**config.mk**
```make
export PLATFORM = sky130hd
export DESIGN_NAME = srm_top
export DESIGN_NICKNAME = d
export VERILOG_FILES = /design/src/inc/srm_pkg.sv /design/src/srm_store.sv /design/src/srm_top.sv
export SDC_FILE = /design/constraint.sdc
export NUM_CORES = 1
export LEC_CHECK = 0
export BUFFER_PORTS_ARGS = -buffer_cell sky130_fd_sc_hd__buf_2
export CORE_MARGIN = 3
export CORE_UTILIZATION = 45
export DETAILED_ROUTE_END_ITERATION = 10
export GPL_TIMING_DRIVEN = 0
export HOLD_SLACK_MARGIN = 0.02
export SLEW_MARGIN = 20
export SYNTH_ARGS = -nofsm -noshare
export SYNTH_HDL_FRONTEND = slang
export SYNTH_SLANG_ARGS = --single-unit
```
**constraint.sdc**
```tcl
create_clock -name ref_clk -period 5.2 [get_ports ref_clk]
set_clock_uncertainty 0.05 [all_clocks]
set_input_delay 0.26 -clock ref_clk [delete_from_list [all_inputs] [get_ports ref_clk]]
set_output_delay 0.26 -clock ref_clk [all_outputs]
set_load 0.1 [all_outputs]
```
**src/inc/srm_pkg.sv**
```systemverilog
/*
  Shared constants and types for the sixteen-word small storage array.
  Assumes: included before every design file that names srm_pkg.
*/
package srm_pkg;

  // ---------------------------------------------------------------
  // Geometry
  // ---------------------------------------------------------------
  localparam int ADDR_W    = 4;   // Word index width, bit 3 most significant
  localparam int DEPTH     = 16;  // Words held by every form
  localparam int DEF_WIDTH = 1;   // Default word width (1, 2 or 4)
  localparam int INIT_W    = 16;  // One initial bit per word, 1-bit form only

  // ---------------------------------------------------------------
  // Defaults and reset values
  // ---------------------------------------------------------------
  localparam logic [INIT_W-1:0] DEF_INIT = 16'h0000;  // All words start at zero
  localparam logic              WCLK_ACTIVE_HIGH = 1'b0;  // Polarity select value
  localparam logic              WCLK_ACTIVE_LOW  = 1'b1;  // Inverted write clock

  // ---------------------------------------------------------------
  // Write behaviour forms
  // ---------------------------------------------------------------
  typedef enum logic {
    srm_edge_mode,   // Writes on a write clock edge while strobe is high
    srm_level_mode   // Writes every cycle while strobe is high
  } srm_mode_t;

endpackage : srm_pkg

```
**src/srm_store.sv**
```systemverilog
/*
  Sixteen-word storage with one write port and two combinational read ports.
  Assumes: write enable, index and data are already on ref_clk;
  reset stands in for configuration and loads the initial contents.
*/
`timescale 1ns/1ps
module srm_store #(
  parameter int                           WIDTH = srm_pkg::DEF_WIDTH,
  parameter logic [srm_pkg::INIT_W-1:0]   INIT  = srm_pkg::DEF_INIT
) (
  input  wire logic                       ref_clk,
  input  wire logic                       resetn,
  input  wire logic                       wr_en,
  input  wire logic [srm_pkg::ADDR_W-1:0] wr_index,
  input  wire logic [WIDTH-1:0]           wr_data,
  input  wire logic [srm_pkg::ADDR_W-1:0] rd_b_index,
  output logic      [WIDTH-1:0]           rd_a_word,
  output logic      [WIDTH-1:0]           rd_b_word
);

  // ---------------------------------------------------------------
  // Storage
  // ---------------------------------------------------------------
  logic [WIDTH-1:0]             mem [srm_pkg::DEPTH];       // Word array
  logic [srm_pkg::DEPTH*WIDTH-1:0] mem_flat;                 // Packed view for checks

  // Per-word next value and register
  for (genvar i = 0; i < srm_pkg::DEPTH; i++) begin : g_word
    // Initial bit only for the one-bit form, else zero
    localparam logic [WIDTH-1:0] RST = (WIDTH == 1) ? WIDTH'(INIT[i]) : '0;
    logic [WIDTH-1:0] next_word;                           // Candidate contents

    // Only the write index selects the word; read index never reaches here
    always_comb begin
      next_word = mem[i];
      if (wr_en && (wr_index == srm_pkg::ADDR_W'(i))) begin
        next_word = wr_data;
      end
    end

    // Register the word
    always_ff @(posedge ref_clk) begin
      if (!resetn) begin
        mem[i] <= RST;
      end else begin
        mem[i] <= next_word;
      end
    end

    assign mem_flat[i*WIDTH +: WIDTH] = mem[i];
  end

  // ---------------------------------------------------------------
  // Combinational reads
  // ---------------------------------------------------------------
  assign rd_a_word = mem[wr_index];
  assign rd_b_word = mem[rd_b_index];
endmodule : srm_store

```
**src/srm_top.sv**
```systemverilog
/*
  Sixteen-word small storage array, edge or level write, with a second
  read port. Pins pass two flip-flops onto ref_clk; outputs are registered.
  Assumes: the user logic holds index and data stable around a write and
  toggles the write clock slower than half the ref_clk rate.
*/
`timescale 1ns/1ps
module srm_top #(
  parameter int                         WIDTH = srm_pkg::DEF_WIDTH,
  parameter srm_pkg::srm_mode_t         MODE  = srm_pkg::srm_edge_mode,
  parameter logic                       WCLK_POL = srm_pkg::WCLK_ACTIVE_HIGH,
  parameter logic [srm_pkg::INIT_W-1:0] INIT  = srm_pkg::DEF_INIT
) (
  input  wire logic                       ref_clk,
  input  wire logic                       resetn,
  input  wire logic                       wr_clk,
  input  wire logic                       wr_strobe,
  input  wire logic [srm_pkg::ADDR_W-1:0] wr_index,
  input  wire logic [WIDTH-1:0]           wr_data,
  input  wire logic [srm_pkg::ADDR_W-1:0] read_port_index,
  output logic      [WIDTH-1:0]           write_port_read_out,
  output logic      [WIDTH-1:0]           read_port_out
);

  // ---------------------------------------------------------------
  // Pin synchronisers
  // ---------------------------------------------------------------
  logic                       wclk_m,   wclk_s;     // Write clock stages
  logic                       strobe_m, strobe_s;   // Strobe stages
  logic [srm_pkg::ADDR_W-1:0] windex_m, windex_s;   // Write index stages
  logic [WIDTH-1:0]           wdata_m,  wdata_s;    // Write data stages
  logic [srm_pkg::ADDR_W-1:0] rindex_m, rindex_s;   // Read index stages
  logic                       wclk_prev;            // Last settled write clock
  logic                       next_wclk_prev;

  // Second stage feeds edge history here and the polarity fold directly
  always_comb begin
    next_wclk_prev = wclk_s;
  end

  // Two flops per pin, all cleared in reset
  always_ff @(posedge ref_clk) begin
    if (!resetn) begin
      wclk_m    <= 1'b0;
      wclk_s    <= 1'b0;
      strobe_m  <= 1'b0;
      strobe_s  <= 1'b0;
      windex_m  <= '0;
      windex_s  <= '0;
      wdata_m   <= '0;
      wdata_s   <= '0;
      rindex_m  <= '0;
      rindex_s  <= '0;
      wclk_prev <= 1'b0;
    end else begin
      wclk_m    <= wr_clk;
      wclk_s    <= wclk_m;
      strobe_m  <= wr_strobe;
      strobe_s  <= strobe_m;
      windex_m  <= wr_index;
      windex_s  <= windex_m;
      wdata_m   <= wr_data;
      wdata_s   <= wdata_m;
      rindex_m  <= read_port_index;
      rindex_s  <= rindex_m;
      wclk_prev <= next_wclk_prev;
    end
  end

  // ---------------------------------------------------------------
  // Write decision
  // ---------------------------------------------------------------
  logic wclk_eff;       // Write clock after polarity fold
  logic wclk_eff_prev;  // Same, one cycle earlier
  logic active_edge;    // Edge that writes
  logic wr_event;       // Store this cycle

  // Inversion folded in here, not as a separate gate outside
  assign wclk_eff      = wclk_s ^ WCLK_POL;
  assign wclk_eff_prev = wclk_prev ^ WCLK_POL;
  assign active_edge   = wclk_eff && !wclk_eff_prev;

  // Edge form needs strobe plus edge; level form needs strobe only
  always_comb begin
    if (MODE == srm_pkg::srm_level_mode) begin
      wr_event = strobe_s;
    end else begin
      wr_event = strobe_s && active_edge;
    end
  end

  // ---------------------------------------------------------------
  // Storage
  // ---------------------------------------------------------------
  logic [WIDTH-1:0] rd_a_word;  // Word at write index
  logic [WIDTH-1:0] rd_b_word;  // Word at read index

  srm_store #(
    .WIDTH (WIDTH),
    .INIT  (INIT)
  ) u_store (
    .ref_clk    (ref_clk),
    .resetn     (resetn),
    .wr_en      (wr_event),
    .wr_index   (windex_s),
    .wr_data    (wdata_s),
    .rd_b_index (rindex_s),
    .rd_a_word  (rd_a_word),
    .rd_b_word  (rd_b_word)
  );

  // ---------------------------------------------------------------
  // Output registers
  // ---------------------------------------------------------------
  logic [WIDTH-1:0] next_write_port_read_out;
  logic [WIDTH-1:0] next_read_port_out;

  // Write-first on the write port; read port plain lookup
  always_comb begin
    if (wr_event) begin
      next_write_port_read_out = wdata_s;
    end else begin
      next_write_port_read_out = rd_a_word;
    end
    next_read_port_out = rd_b_word;
  end

  // Register both outputs
  always_ff @(posedge ref_clk) begin
    if (!resetn) begin
      write_port_read_out <= '0;
      read_port_out       <= '0;
    end else begin
      write_port_read_out <= next_write_port_read_out;
      read_port_out       <= next_read_port_out;
    end
  end
endmodule : srm_top

```
[After elaboration in Yosys (flattened, before gate mapping)]
Memory sizes are Yosys's and may differ from the RTL's. A register that Yosys moved wholly into a read port is not among the register bits.
Cells that the tools add are included.
Storage, ports and cells
  bits in registers: 24
  bits in writable memories: 16
  input bits: 13
  logic and storage cells: 133
  memories kept: 1
Memory list
  u_store.mem: words 16, bits a word 1, rd ports 2, clocked after memory_dff 2, wr ports 16, RTL line srm_store.sv:24  | logic [WIDTH-1:0] mem [srm_pkg::DEPTH];
Cells by class
  eq/ne operators: 31
  muxes and demuxes: 36
  bitwise gates (word level): 16
  reduce and logical (&&, ||, !) cells: 37
Operators with widths (count)
  1-bit 2-to-1 mux: 35
  4-bit == test (second input constant): 8
  2-bit AND reduction: 16
  1-bit logical AND: 18
  4-bit by 3-bit == test with 1-bit output (second input constant): 4
  1-bit inequality test (second input constant): 16
  1-bit OR: 16
  4-bit by 2-bit == test with 1-bit output (second input constant): 2
  4-bit by 1-bit == test with 1-bit output (second input constant): 1
  4-bit logical NOT: 1
  4-bit 2-to-1 mux: 1
  1-bit logical NOT: 2

[Logic depth before layout (Yosys ltp)]
Gate-level depths: netlist of run 1.
  depth in word-level cells: 7
  depth in mapped cells: 5

[Modules after synthesis]
From an unflattened synthesis of run 1, not the netlist that was laid out.
Second synthesis, totals
  cells, all modules: 140
  area, all modules: 1706.6 um^2
Modules (own cells, without submodules)
  srm_store: instances 1, cells each 85, area each 984.7 um^2
  srm_top: instances 1, cells each 55, area each 721.9 um^2

[Worst setup path before layout of run 1]
Ideal clock, no wire load.
  kind: reg-to-reg
  start: register rindex_s[0] in the netlist's numbering
  end: register read_port_out (read register of u_store.mem)
  arrival time: 1533 ps
  required time: 5035 ps
  setup slack: 3502 ps
  stages on the path, launching flop included: 4
  buffers on the path: 0
  path through: dfxtp_1 mux4_1 mux4_2 and2_1
RTL lines
  start, declared: RTL line srm_top.sv:32  | logic [srm_pkg::ADDR_W-1:0] rindex_m, rindex_s;
  start signal, assigned: RTL line srm_top.sv:65  | rindex_s <= rindex_m;
  end, declared: RTL line srm_top.sv:22  | output logic [WIDTH-1:0] read_port_out

==> results by group, run 1 <==
Run status
  • Outcome: finished, final reports clean

Worst setup path
  • Crit-path cells: mux4_1, mux4_2, and2_1
  • Crit Path Max Fanout: 4
  • Crit end category: flop
  • CP max-delay cell: mux4_1
  • Largest stage delay, worst path: 0.60 ns
  • Startpoint types: flop
  • Arr. time, crit path: 1.98 ns
  • Crit Path Category: reg2reg
  • Required time worst endpoint: 5.33 ns
  • R2R setup slack: 3.35 ns
  • Worst r2r dst: read_port_out
  • Cells on worst reg2reg path: 3
  • R2R Path Start: rindex_s[0]

Routing
  • Avg WL per Cell: 15.3 um
  • Residual DRC: 0
  • Final wirelength: 3190 um
  • Remaining antenna violation count after routing: 0
  • DR vias: 1094
  • TritonRoute pass-1 iters: 4
  • Vias per cell: 5.26
  • Initial DRC count: 48

Global route
  • Largest net degree at the start of global routing: 13
  • Vias in the first global route: 1071
  • First-pass GRT wire length: 5070 um
  • Overflow after GRT: 0
  • Initial antenna violation count: 0
  • Tot GR Track Use: 16.0%

Finish
  • Diodes inserted: 0
  • Nets: 174
  • FILL cells: 306
  • Final core utilization: 55.2%
  • Final instance area: 0.00190 mm^2
  • Reg area: 971 um^2
  • Area of the multi-input gates: 658 um^2
  • P&R area growth vs syn: 14.1%
  • Layout cells sized above 1: 17.9%

Synthesis
  • Synthesized Nets: 154
  • Ranking of synthesized cells by area: dfxtp_1, edfxtp_1, and2_1, mux4_1, mux4_2
  • Adder-Cell Fraction of Synth Area: 0%
  • Synth Area in XOR/XNOR: 0%
  • YS warnings: 0
  • Post-synth top cells: dfxtp_1, and2_1, nor2_1, o21ai_0, edfxtp_1
  • Simple-gate portion of the synthesized area: 19.9%
  • Sequential fraction of the synthesis area: 58.3%
  • Async SR Flop Fraction: 0%
  • Post-synth cell types: 26
  • EDFF count, synth: 15
  • Avg Inst Size Synth: 11.8 um^2
  • Primary FF master, synth: dfxtp_1
  • Mapped cell area: 0.00166 mm^2
  • Post-synth top area share: 31.3%
  • Synth Instances: 141
  • Mux cell area share after synthesis: 13.7%
  • Main combinational cell family by area after synthesis: simple AND/OR/NAND/NOR gates
  • Post-synthesis compound-gate area fraction: 5.94%
  • Count leader, synth: dfxtp_1
  • Yosys top cell by area: dfxtp_1
  • Register bit total from synthesis: 41

Clocking
  • Setup bufs post-CTS: 0
  • Max Root-Sink Buffers: 2
  • H-tree Lvls: 2
  • Number of CTS-inserted buffers: 5
  • CTS tree: yes
  • Root buffer cell: clkbuf_8
  • Clk_lat worst skew: 0.29 ns
  • Cts hold-fix bufs: 0
  • CTS resizes: 0
  • Clk sinks: 41
  • Reg clk slew, reported paths: 0.07 ns

STA
  • Final Max Tran Viols: 0
  • Setup ws final: 3.35 ns
  • Tcrit/Tclk final: 35.6%
  • Final setup violating endpoints: 0
  • Max-slew headroom: 67.7%
  • Worst-margin pin slew: 0.488 ns
  • Final hold violation count: 0
  • TNS Setup: 0 ns
  • Minimum clock period: 1.85 ns
  • Fmax achieved: 541 MHz
  • RSZ-0062 raised after global routing: false
  • Hold Slack: 0.123 ns

Die
  • Core box area: 0.00344 mm^2
  • Die area: 0.00446 mm^2
  • Row count: 21
  • Die height: 66.8 um
  • Initial core utilization: 48.3%
  • Die Wd: 66.8 um
  • Top Ports: 15

Min path
  • Min-Delay Path Class: in2reg
  • Hold endpoint: strobe_m
  • Hold path cells: 2
  • Worst hold start: wr_strobe

Placement
  • DP Wirelength: 2420 um
  • Pre-CTS WS: 3.37 ns
  • Placer Congestion: 0.789
  • IO Port Bufs: 13
  • Placement Cell Area: 0.00179 mm^2

Power and ir drop
  • Leakage dissipation: 0.000694 uW
  • Pwr dens: 338 mW/mm^2
  • VDD IR-drop max: 0.150 mV

Job
  • Maxcap violations: 0
## metrics by stage
stage / power (uW) / cells
floorplan: 391 / 141
global placement: 403 / 200
finish: 641 / 208
global route: 666 / 208
detailed placement: 406 / 200
CTS: 646 / 208
## final cells by class
cell class / instances / share of cell area (%)
Multi-Input combinational cell: 91 / 34.7
Sequential cell: 41 / 51.1
Inverter: 1 / 0.198
Timing Repair Buffer: 13 / 3.43
Tap cell: 46 / 3.03
Clock buffer: 8 / 5.93
Buffer: 8 / 1.65
## kinds of logic after synthesis
kind of cell | count (synthesis)
AO/OA/AOI/OAI | 19
buffers and inverters | 9
flip-flops | 41
multiplexers | 11
AND/OR/NAND/NOR | 61
## routing by layer
layer  wire, um  GRT usage (%)  share of wire (%)  vias up
met4         25           5.33               0.78        0
li1           -              -                  -      538
met5          0              0                  0        -
met3        131           4.72                4.1        6
met1       1390           19.0                 44      533
met2       1640           27.4                 51       17
## worst max-delay path by stage
stage	startpoint	endpoint	slack, ns
final	rindex_s[0]	read_port_out	3.35
after global routing	rindex_s[0]	read_port_out	3.32
after CTS	rindex_s[0]	read_port_out	3.34
after detailed placement	rindex_s[0]	read_port_out	3.37
after global placement	rindex_s[0]	read_port_out	3.40
after floorplan	rindex_s[0]	read_port_out	3.50
## registers in the layout (all words and copies together) (netlist names)
signal,flops
rindex_s,4
windex_m,4
wclk_m,1
rindex_m,4
windex_s,4
strobe_s,1
wdata_m,1
read_port_out,1
next_wclk_prev,1
wclk_eff_prev,1
u_store.mem,16
strobe_m,1
wdata_s,1
write_port_read_out,1
## worst max-delay path, delay by kind of cell (launching register included)
family	cells	cell delay [ns]
flops	1	0.45
simple gates	1	0.17
mux	2	1.08
## cells in the final DEF, fill, tap and decap left out, types with 2 or more instances in the layout
master | synthesis | final
nand2b_1 | 2 | 2
nand3_1 | 2 | 2
clkbuf_1 | 7 | 7
clkbuf_8 | 0 | 6
nand4b_1 | 2 | 2
buf_2 | 1 | 14
edfxtp_1 | 15 | 15
dfxtp_1 | 26 | 26
mux2_2 | 2 | 2
nor2_1 | 17 | 17
mux4_1 | 4 | 4
o21ai_0 | 17 | 17
nand2_1 | 5 | 5
and2_1 | 24 | 24
nand4_1 | 2 | 2
mux4_2 | 4 | 4
## power by group
group / total (uW) / internal [uW] / leakage [uW] / switching [uW]
Sequential: 353 / 345 / 0.000366 / 7.85
Clock: 243 / 139 / 0.0000596 / 104
Combinational: 44.7 / 19.8 / 0.000268 / 24.9
Note: power is estimated with default switching activity, not from simulation.
==> run 2, diff against run 1 <==
clock period = 1.9 ns   (was 5.2 ns; I/O delays follow)
==> run 2 against run 1 <==
Net effect:
- critical path depth unchanged
- fmax increased by 0.15%
- global-route usage increased by 0.72 points
- sequential share of layout area decreased by 2.8 points
- via count increased by 3.9%
- final cell count increased by 5.3%
- wire length increased by 3.0%
- worst hold slack improved by 0.035 ns
- combinational power increased to 3.1 times the previous value
- count of clock-buffer cells in the layout unchanged
- non-clock buffer count increased by 11
- worst setup slack got worse by 3.3 ns
==> results by group, run 2 (synthesis gave the netlist of run 1 again) <==
Worst setup path
  • Worst path buffer plus inverter count: 0
  • Crit end category: flop
  • Worst r2r dst: read_port_out
  • CP max-delay cell: mux4_1
  • Top delay family on crit path: multiplexers
  • Crit Path Max Fanout: 4
  • R2R Path Start: rindex_s[0]
  • Cells on worst reg2reg path: 3
  • R2R setup slack: 0.05 ns
  • Largest stage delay, worst path: 0.60 ns
  • Crit-path cells: mux4_1, mux4_2, and2_1
  • Startpoint types: flop
  • Crit Path Category: reg2reg
  • Required time worst endpoint: 2.03 ns
  • Arr. time, crit path: 1.98 ns

STA
  • Tcrit/Tclk final: 97.2%
  • Setup ws final: 0.0527 ns
  • Final Max Tran Viols: 0
  • Worst-margin pin slew: 0.489 ns
  • Final setup violating endpoints: 0
  • Hold Slack: 0.158 ns
  • Final hold violation count: 0
  • Fmax achieved: 541 MHz
  • TNS Setup: 0 ns
  • RSZ-0062 raised after global routing: false
  • Minimum clock period: 1.85 ns
  • Max-slew headroom: 67.6%

Power and ir drop
  • Leakage dissipation: 0.000740 uW
  • Pwr dens: 883 mW/mm^2
  • Pwr Total: 1770 uW
  • VDD IR-drop max: 0.412 mV

Clocking
  • Root buffer cell: clkbuf_8
  • Cts hold-fix bufs: 11
  • Reg clk slew, reported paths: 0.07 ns
  • Clk sinks: 41
  • Max Root-Sink Buffers: 2
  • Number of CTS-inserted buffers: 5
  • CTS resizes: 0
  • H-tree Lvls: 2
  • Clk_lat worst skew: 0.29 ns
  • CTS tree: yes
  • Setup bufs post-CTS: 0

Routing
  • Met1 WL: 1490 um
  • Initial DRC count: 38
  • Final wirelength: 3280 um
  • DR vias: 1137
  • Residual DRC: 0
  • Avg WL per Cell: 15.0 um
  • Routed met2 length: 1680 um
  • Remaining antenna violation count after routing: 0
  • Vias per cell: 5.19
  • Met3 Routed Length: 99 um
  • Max layer used: met4
  • TritonRoute pass-1 iters: 4

Die
  • Row count: 21
  • Die height: 66.8 um
  • Top Ports: 15
  • Die Wd: 66.8 um
  • Core box area: 0.00344 mm^2
  • Die area: 0.00446 mm^2
  • Initial core utilization: 48.3%

Finish
  • Nets: 185
  • P&R area growth vs syn: 20.8%
  • Diodes inserted: 0
  • Commonest non-fill, non-tap cells in the layout: dfxtp_1, and2_1, nor2_1, o21ai_0, edfxtp_1
  • Layout cells sized above 1: 16.8%
  • Max reg flops: 16
  • Leading cell type in the layout, fill and taps excluded: dfxtp_1
  • Largest Register: u_store.mem

Min path
  • Worst hold start: resetn
  • Hold path cells: 3
  • Min-Delay Path Class: in2reg
  • Hold endpoint: write_port_read_out

Global route
  • Largest net degree at the start of global routing: 13
  • Tot GR Track Use: 16.7%
  • Initial antenna violation count: 0
  • First-pass GRT wire length: 5330 um
  • Overflow after GRT: 0
  • Vias in the first global route: 1120

Placement
  • Pre-CTS WS: 0.0723 ns
  • IO Port Bufs: 13
  • DP Wirelength: 2420 um
  • Placer Congestion: 0.789

Run status
  • Outcome: finished, final reports clean

Job
  • Maxcap violations: 0
[run 2: changes by cell type in the layout (fill, tap and decap cells not counted)]
cell           previous run  this run
dlygate4sd3_1             0        11
[run 2: area by class of cell]
type / count / area [um^2]
flip-flops and latches: 41 / 971
plain buffers: 8 / 31.3
clock buffers: 8 / 113
multi-input cells: 91 / 658
inverters: 1 / 3.75
repair buffers: 24 / 175
fillers: 294 / 1430
well taps: 46 / 57.6
[run 2: worst max path at each step]
| stage | from | endpoint | slack [ns] | cells after the start |
|---|---|---|---|---|
| finish | rindex_s[0] | read_port_out | 0.05 | 3 |
| CTS | rindex_s[0] | read_port_out | 0.04 | 3 |
| floorplan | rindex_s[0] | read_port_out | 0.20 | 3 |
| detailed placement | rindex_s[0] | read_port_out | 0.07 | 3 |
| global route | rindex_s[0] | read_port_out | 0.02 | 3 |
| global placement | rindex_s[0] | read_port_out | 0.10 | 3 |
[run 2: where the power goes]
part / switching, uW / leakage [uW] / total [uW] / internal [uW]
logic: 71.5 / 0.000314 / 140 / 68.9
registers: 21.3 / 0.000366 / 967 / 945
clock network: 286 / 0.0000596 / 666 / 380
total: 379 / 0.000740 / 1770 / 1390
[run 2: tightest hold or removal path, cell delays in order]
cell and delay (ns):
clkbuf_1 0.16, o21ai_0 0.14, a31oi_1 0.05
[run 2: through the flow]
stage	util (%)	instances	area, um^2
floorplan	-	141	1660
global placement	51.9	200	1790
detailed placement	51.9	200	1790
CTS	58.4	219	2010
global route	58.4	219	2010
finish	58.4	219	2010
[run 2: per-layer routing]
metal	global-route usage, %	vias up
li1	-	560
met1	20.3	558
met2	28.5	14
met3	4.55	5
met4	5.33	0
met5	0	-
==> run 3, diff against run 2 <==
PLACE_DENSITY = 0.65   (was not set)
==> run 3 against run 2 <==
Net effect:
- total power down 8.0%
- sequential cell count is the same
- critical path depth is the same
- wire length shrank 3.2%
- combinational power about the same
- critical path type unchanged
- critical endpoint unchanged
- largest cell class unchanged
- highest routed layer unchanged
==> results by group, run 3 (synthesis gave the netlist of run 1 again) <==
Routing
  • DR vias: 1150
  • Avg WL per Cell: 14.5 um
  • Final wirelength: 3180 um
  • Vias per cell: 5.25
  • Routed met2 length: 1600 um
  • TritonRoute pass-1 iters: 4
  • Met3 Routed Length: 117 um
  • Max layer used: met4
  • Met1 WL: 1410 um
  • Remaining antenna violation count after routing: 0
  • Residual DRC: 0
  • Initial DRC count: 32

Worst setup path
  • Crit end category: flop
  • Largest stage delay, worst path: 0.56 ns
  • Crit Path Max Fanout: 4
  • R2R Path Start: rindex_s[0]
  • Arr. time, crit path: 1.88 ns
  • Required time worst endpoint: 2.02 ns
  • Crit Path Category: reg2reg
  • Top delay family on crit path: multiplexers
  • Crit-path cells: mux4_1, mux4_2, and2_1
  • Startpoint types: flop
  • CP Launch Point: rindex_s[0]
  • CP max-delay cell: mux4_1
  • Worst path buffer plus inverter count: 0

Power and ir drop
  • VDD IR-drop max: 0.487 mV
  • Pwr Total: 1630 uW
  • Pwr dens: 824 mW/mm^2
  • Leakage dissipation: 0.000723 uW

STA
  • TNS Setup: 0 ns
  • Max-slew headroom: 68.0%
  • Final Max Tran Viols: 0
  • Fmax achieved: 569 MHz
  • Minimum clock period: 1.76 ns
  • Tcrit/Tclk final: 92.6%
  • Final setup violating endpoints: 0
  • Setup ws final: 0.141 ns
  • RSZ-0062 raised after global routing: false
  • Worst-margin pin slew: 0.484 ns
  • Final hold violation count: 0

Clocking
  • H-tree Lvls: 2
  • CTS tree: yes
  • Clk sinks: 41
  • Root buffer cell: clkbuf_8
  • Number of CTS-inserted buffers: 5
  • Clk_lat worst skew: 0.29 ns
  • Max Root-Sink Buffers: 2
  • Setup bufs post-CTS: 0
  • Reg clk slew, reported paths: 0.07 ns

Finish
  • Diodes inserted: 0
  • Max reg flops: 16
  • Final core utilization: 57.5%
  • FILL cells: 295
  • Layout cells sized above 1: 16.2%
  • Leading cell type in the layout, fill and taps excluded: dfxtp_1
  • Commonest non-fill, non-tap cells in the layout: dfxtp_1, and2_1, nor2_1, o21ai_0, edfxtp_1
  • Largest Register: u_store.mem
  • P&R area growth vs syn: 18.9%
  • Nets: 185

Die
  • Die area: 0.00446 mm^2
  • Die Wd: 66.8 um
  • Top Ports: 15
  • Core box area: 0.00344 mm^2
  • Row count: 21
  • Initial core utilization: 48.3%
  • Die height: 66.8 um

Min path
  • Min-Delay Path Class: in2reg
  • Worst hold start: resetn

Placement
  • DP Wirelength: 2330 um
  • Pre-CTS WS: 0.0674 ns
  • Placer Congestion: 0.753
  • IO Port Bufs: 13

Global route
  • Initial antenna violation count: 0
  • Overflow after GRT: 0
  • Tot GR Track Use: 16.1%
  • First-pass GRT wire length: 5040 um
  • Vias in the first global route: 1078
  • Largest net degree at the start of global routing: 13

Job
  • Maxcap violations: 0

Run status
  • Outcome: finished, final reports clean
==> run 3: cell count changes in the layout (fill, tap and decap cells not counted), sizes merged <==
cell / change
clkbuf: -1
clkinv: +1
==> run 3: worst paths after layout <==
check                                           end  slack [ns]  cells past startpoint
worst max register to register        read_port_out        0.14                      3
worst max-delay path                  read_port_out        0.14                      3
worst min register to register          windex_s[1]        0.38                      1
worst min-delay path            write_port_read_out        0.19                      3
==> run 3: routing by layer <==
metal / vias up / track usage [%]
met4: 0 / 7.61
met5: - / 0
li1: 562 / -
met2: 22 / 25.9
met3: 4 / 4.05
met1: 562 / 20.1
==> run 3: report_power, final <==
group | switching (uW) | internal, uW | leakage, uW
combinational | 70.6 | 68.8 | 0.000314
sequential | 21.5 | 946 | 0.000367
clock | 267 | 257 | 0.0000422
==> run 3: final cells by class <==
class / count / area (um^2) / area share (%)
clock inverter: 1 / 5.00 / 0.253
buffer: 8 / 31.3 / 1.58
inverter: 1 / 3.75 / 0.190
sequential: 41 / 972 / 49.1
clock buffer: 7 / 76.3 / 3.86
timing repair buffer: 24 / 175 / 8.85
multi-input combinational: 91 / 658 / 33.2
tap: 46 / 57.6 / 2.91
==> run 3: what timing repair did <==
item / CTS / global route
hold buffers: 11 / 0
endpoints found under the hold margin: 11 / 0
resized for setup: 0 / 1
setup endpoints to repair: 0 / 1
==> run 3: worst register-to-register path, cell delays in order (launching register included) <==
cell	delay (ns)
dfxtp_2	0.40
mux4_1	0.57
mux4_2	0.47
and2_1	0.16
==> run 3: stage by stage <==
stage / hold slack [ns] / cells / area [um^2]
finish: 0.189 / 219 / 1980
global route: 0.232 / 219 / 1980
CTS: 0.165 / 219 / 1980
detailed placement: 0.254 / 200 / 1790
global placement: 0.250 / 200 / 1790
floorplan: 0.172 / 141 / 1660
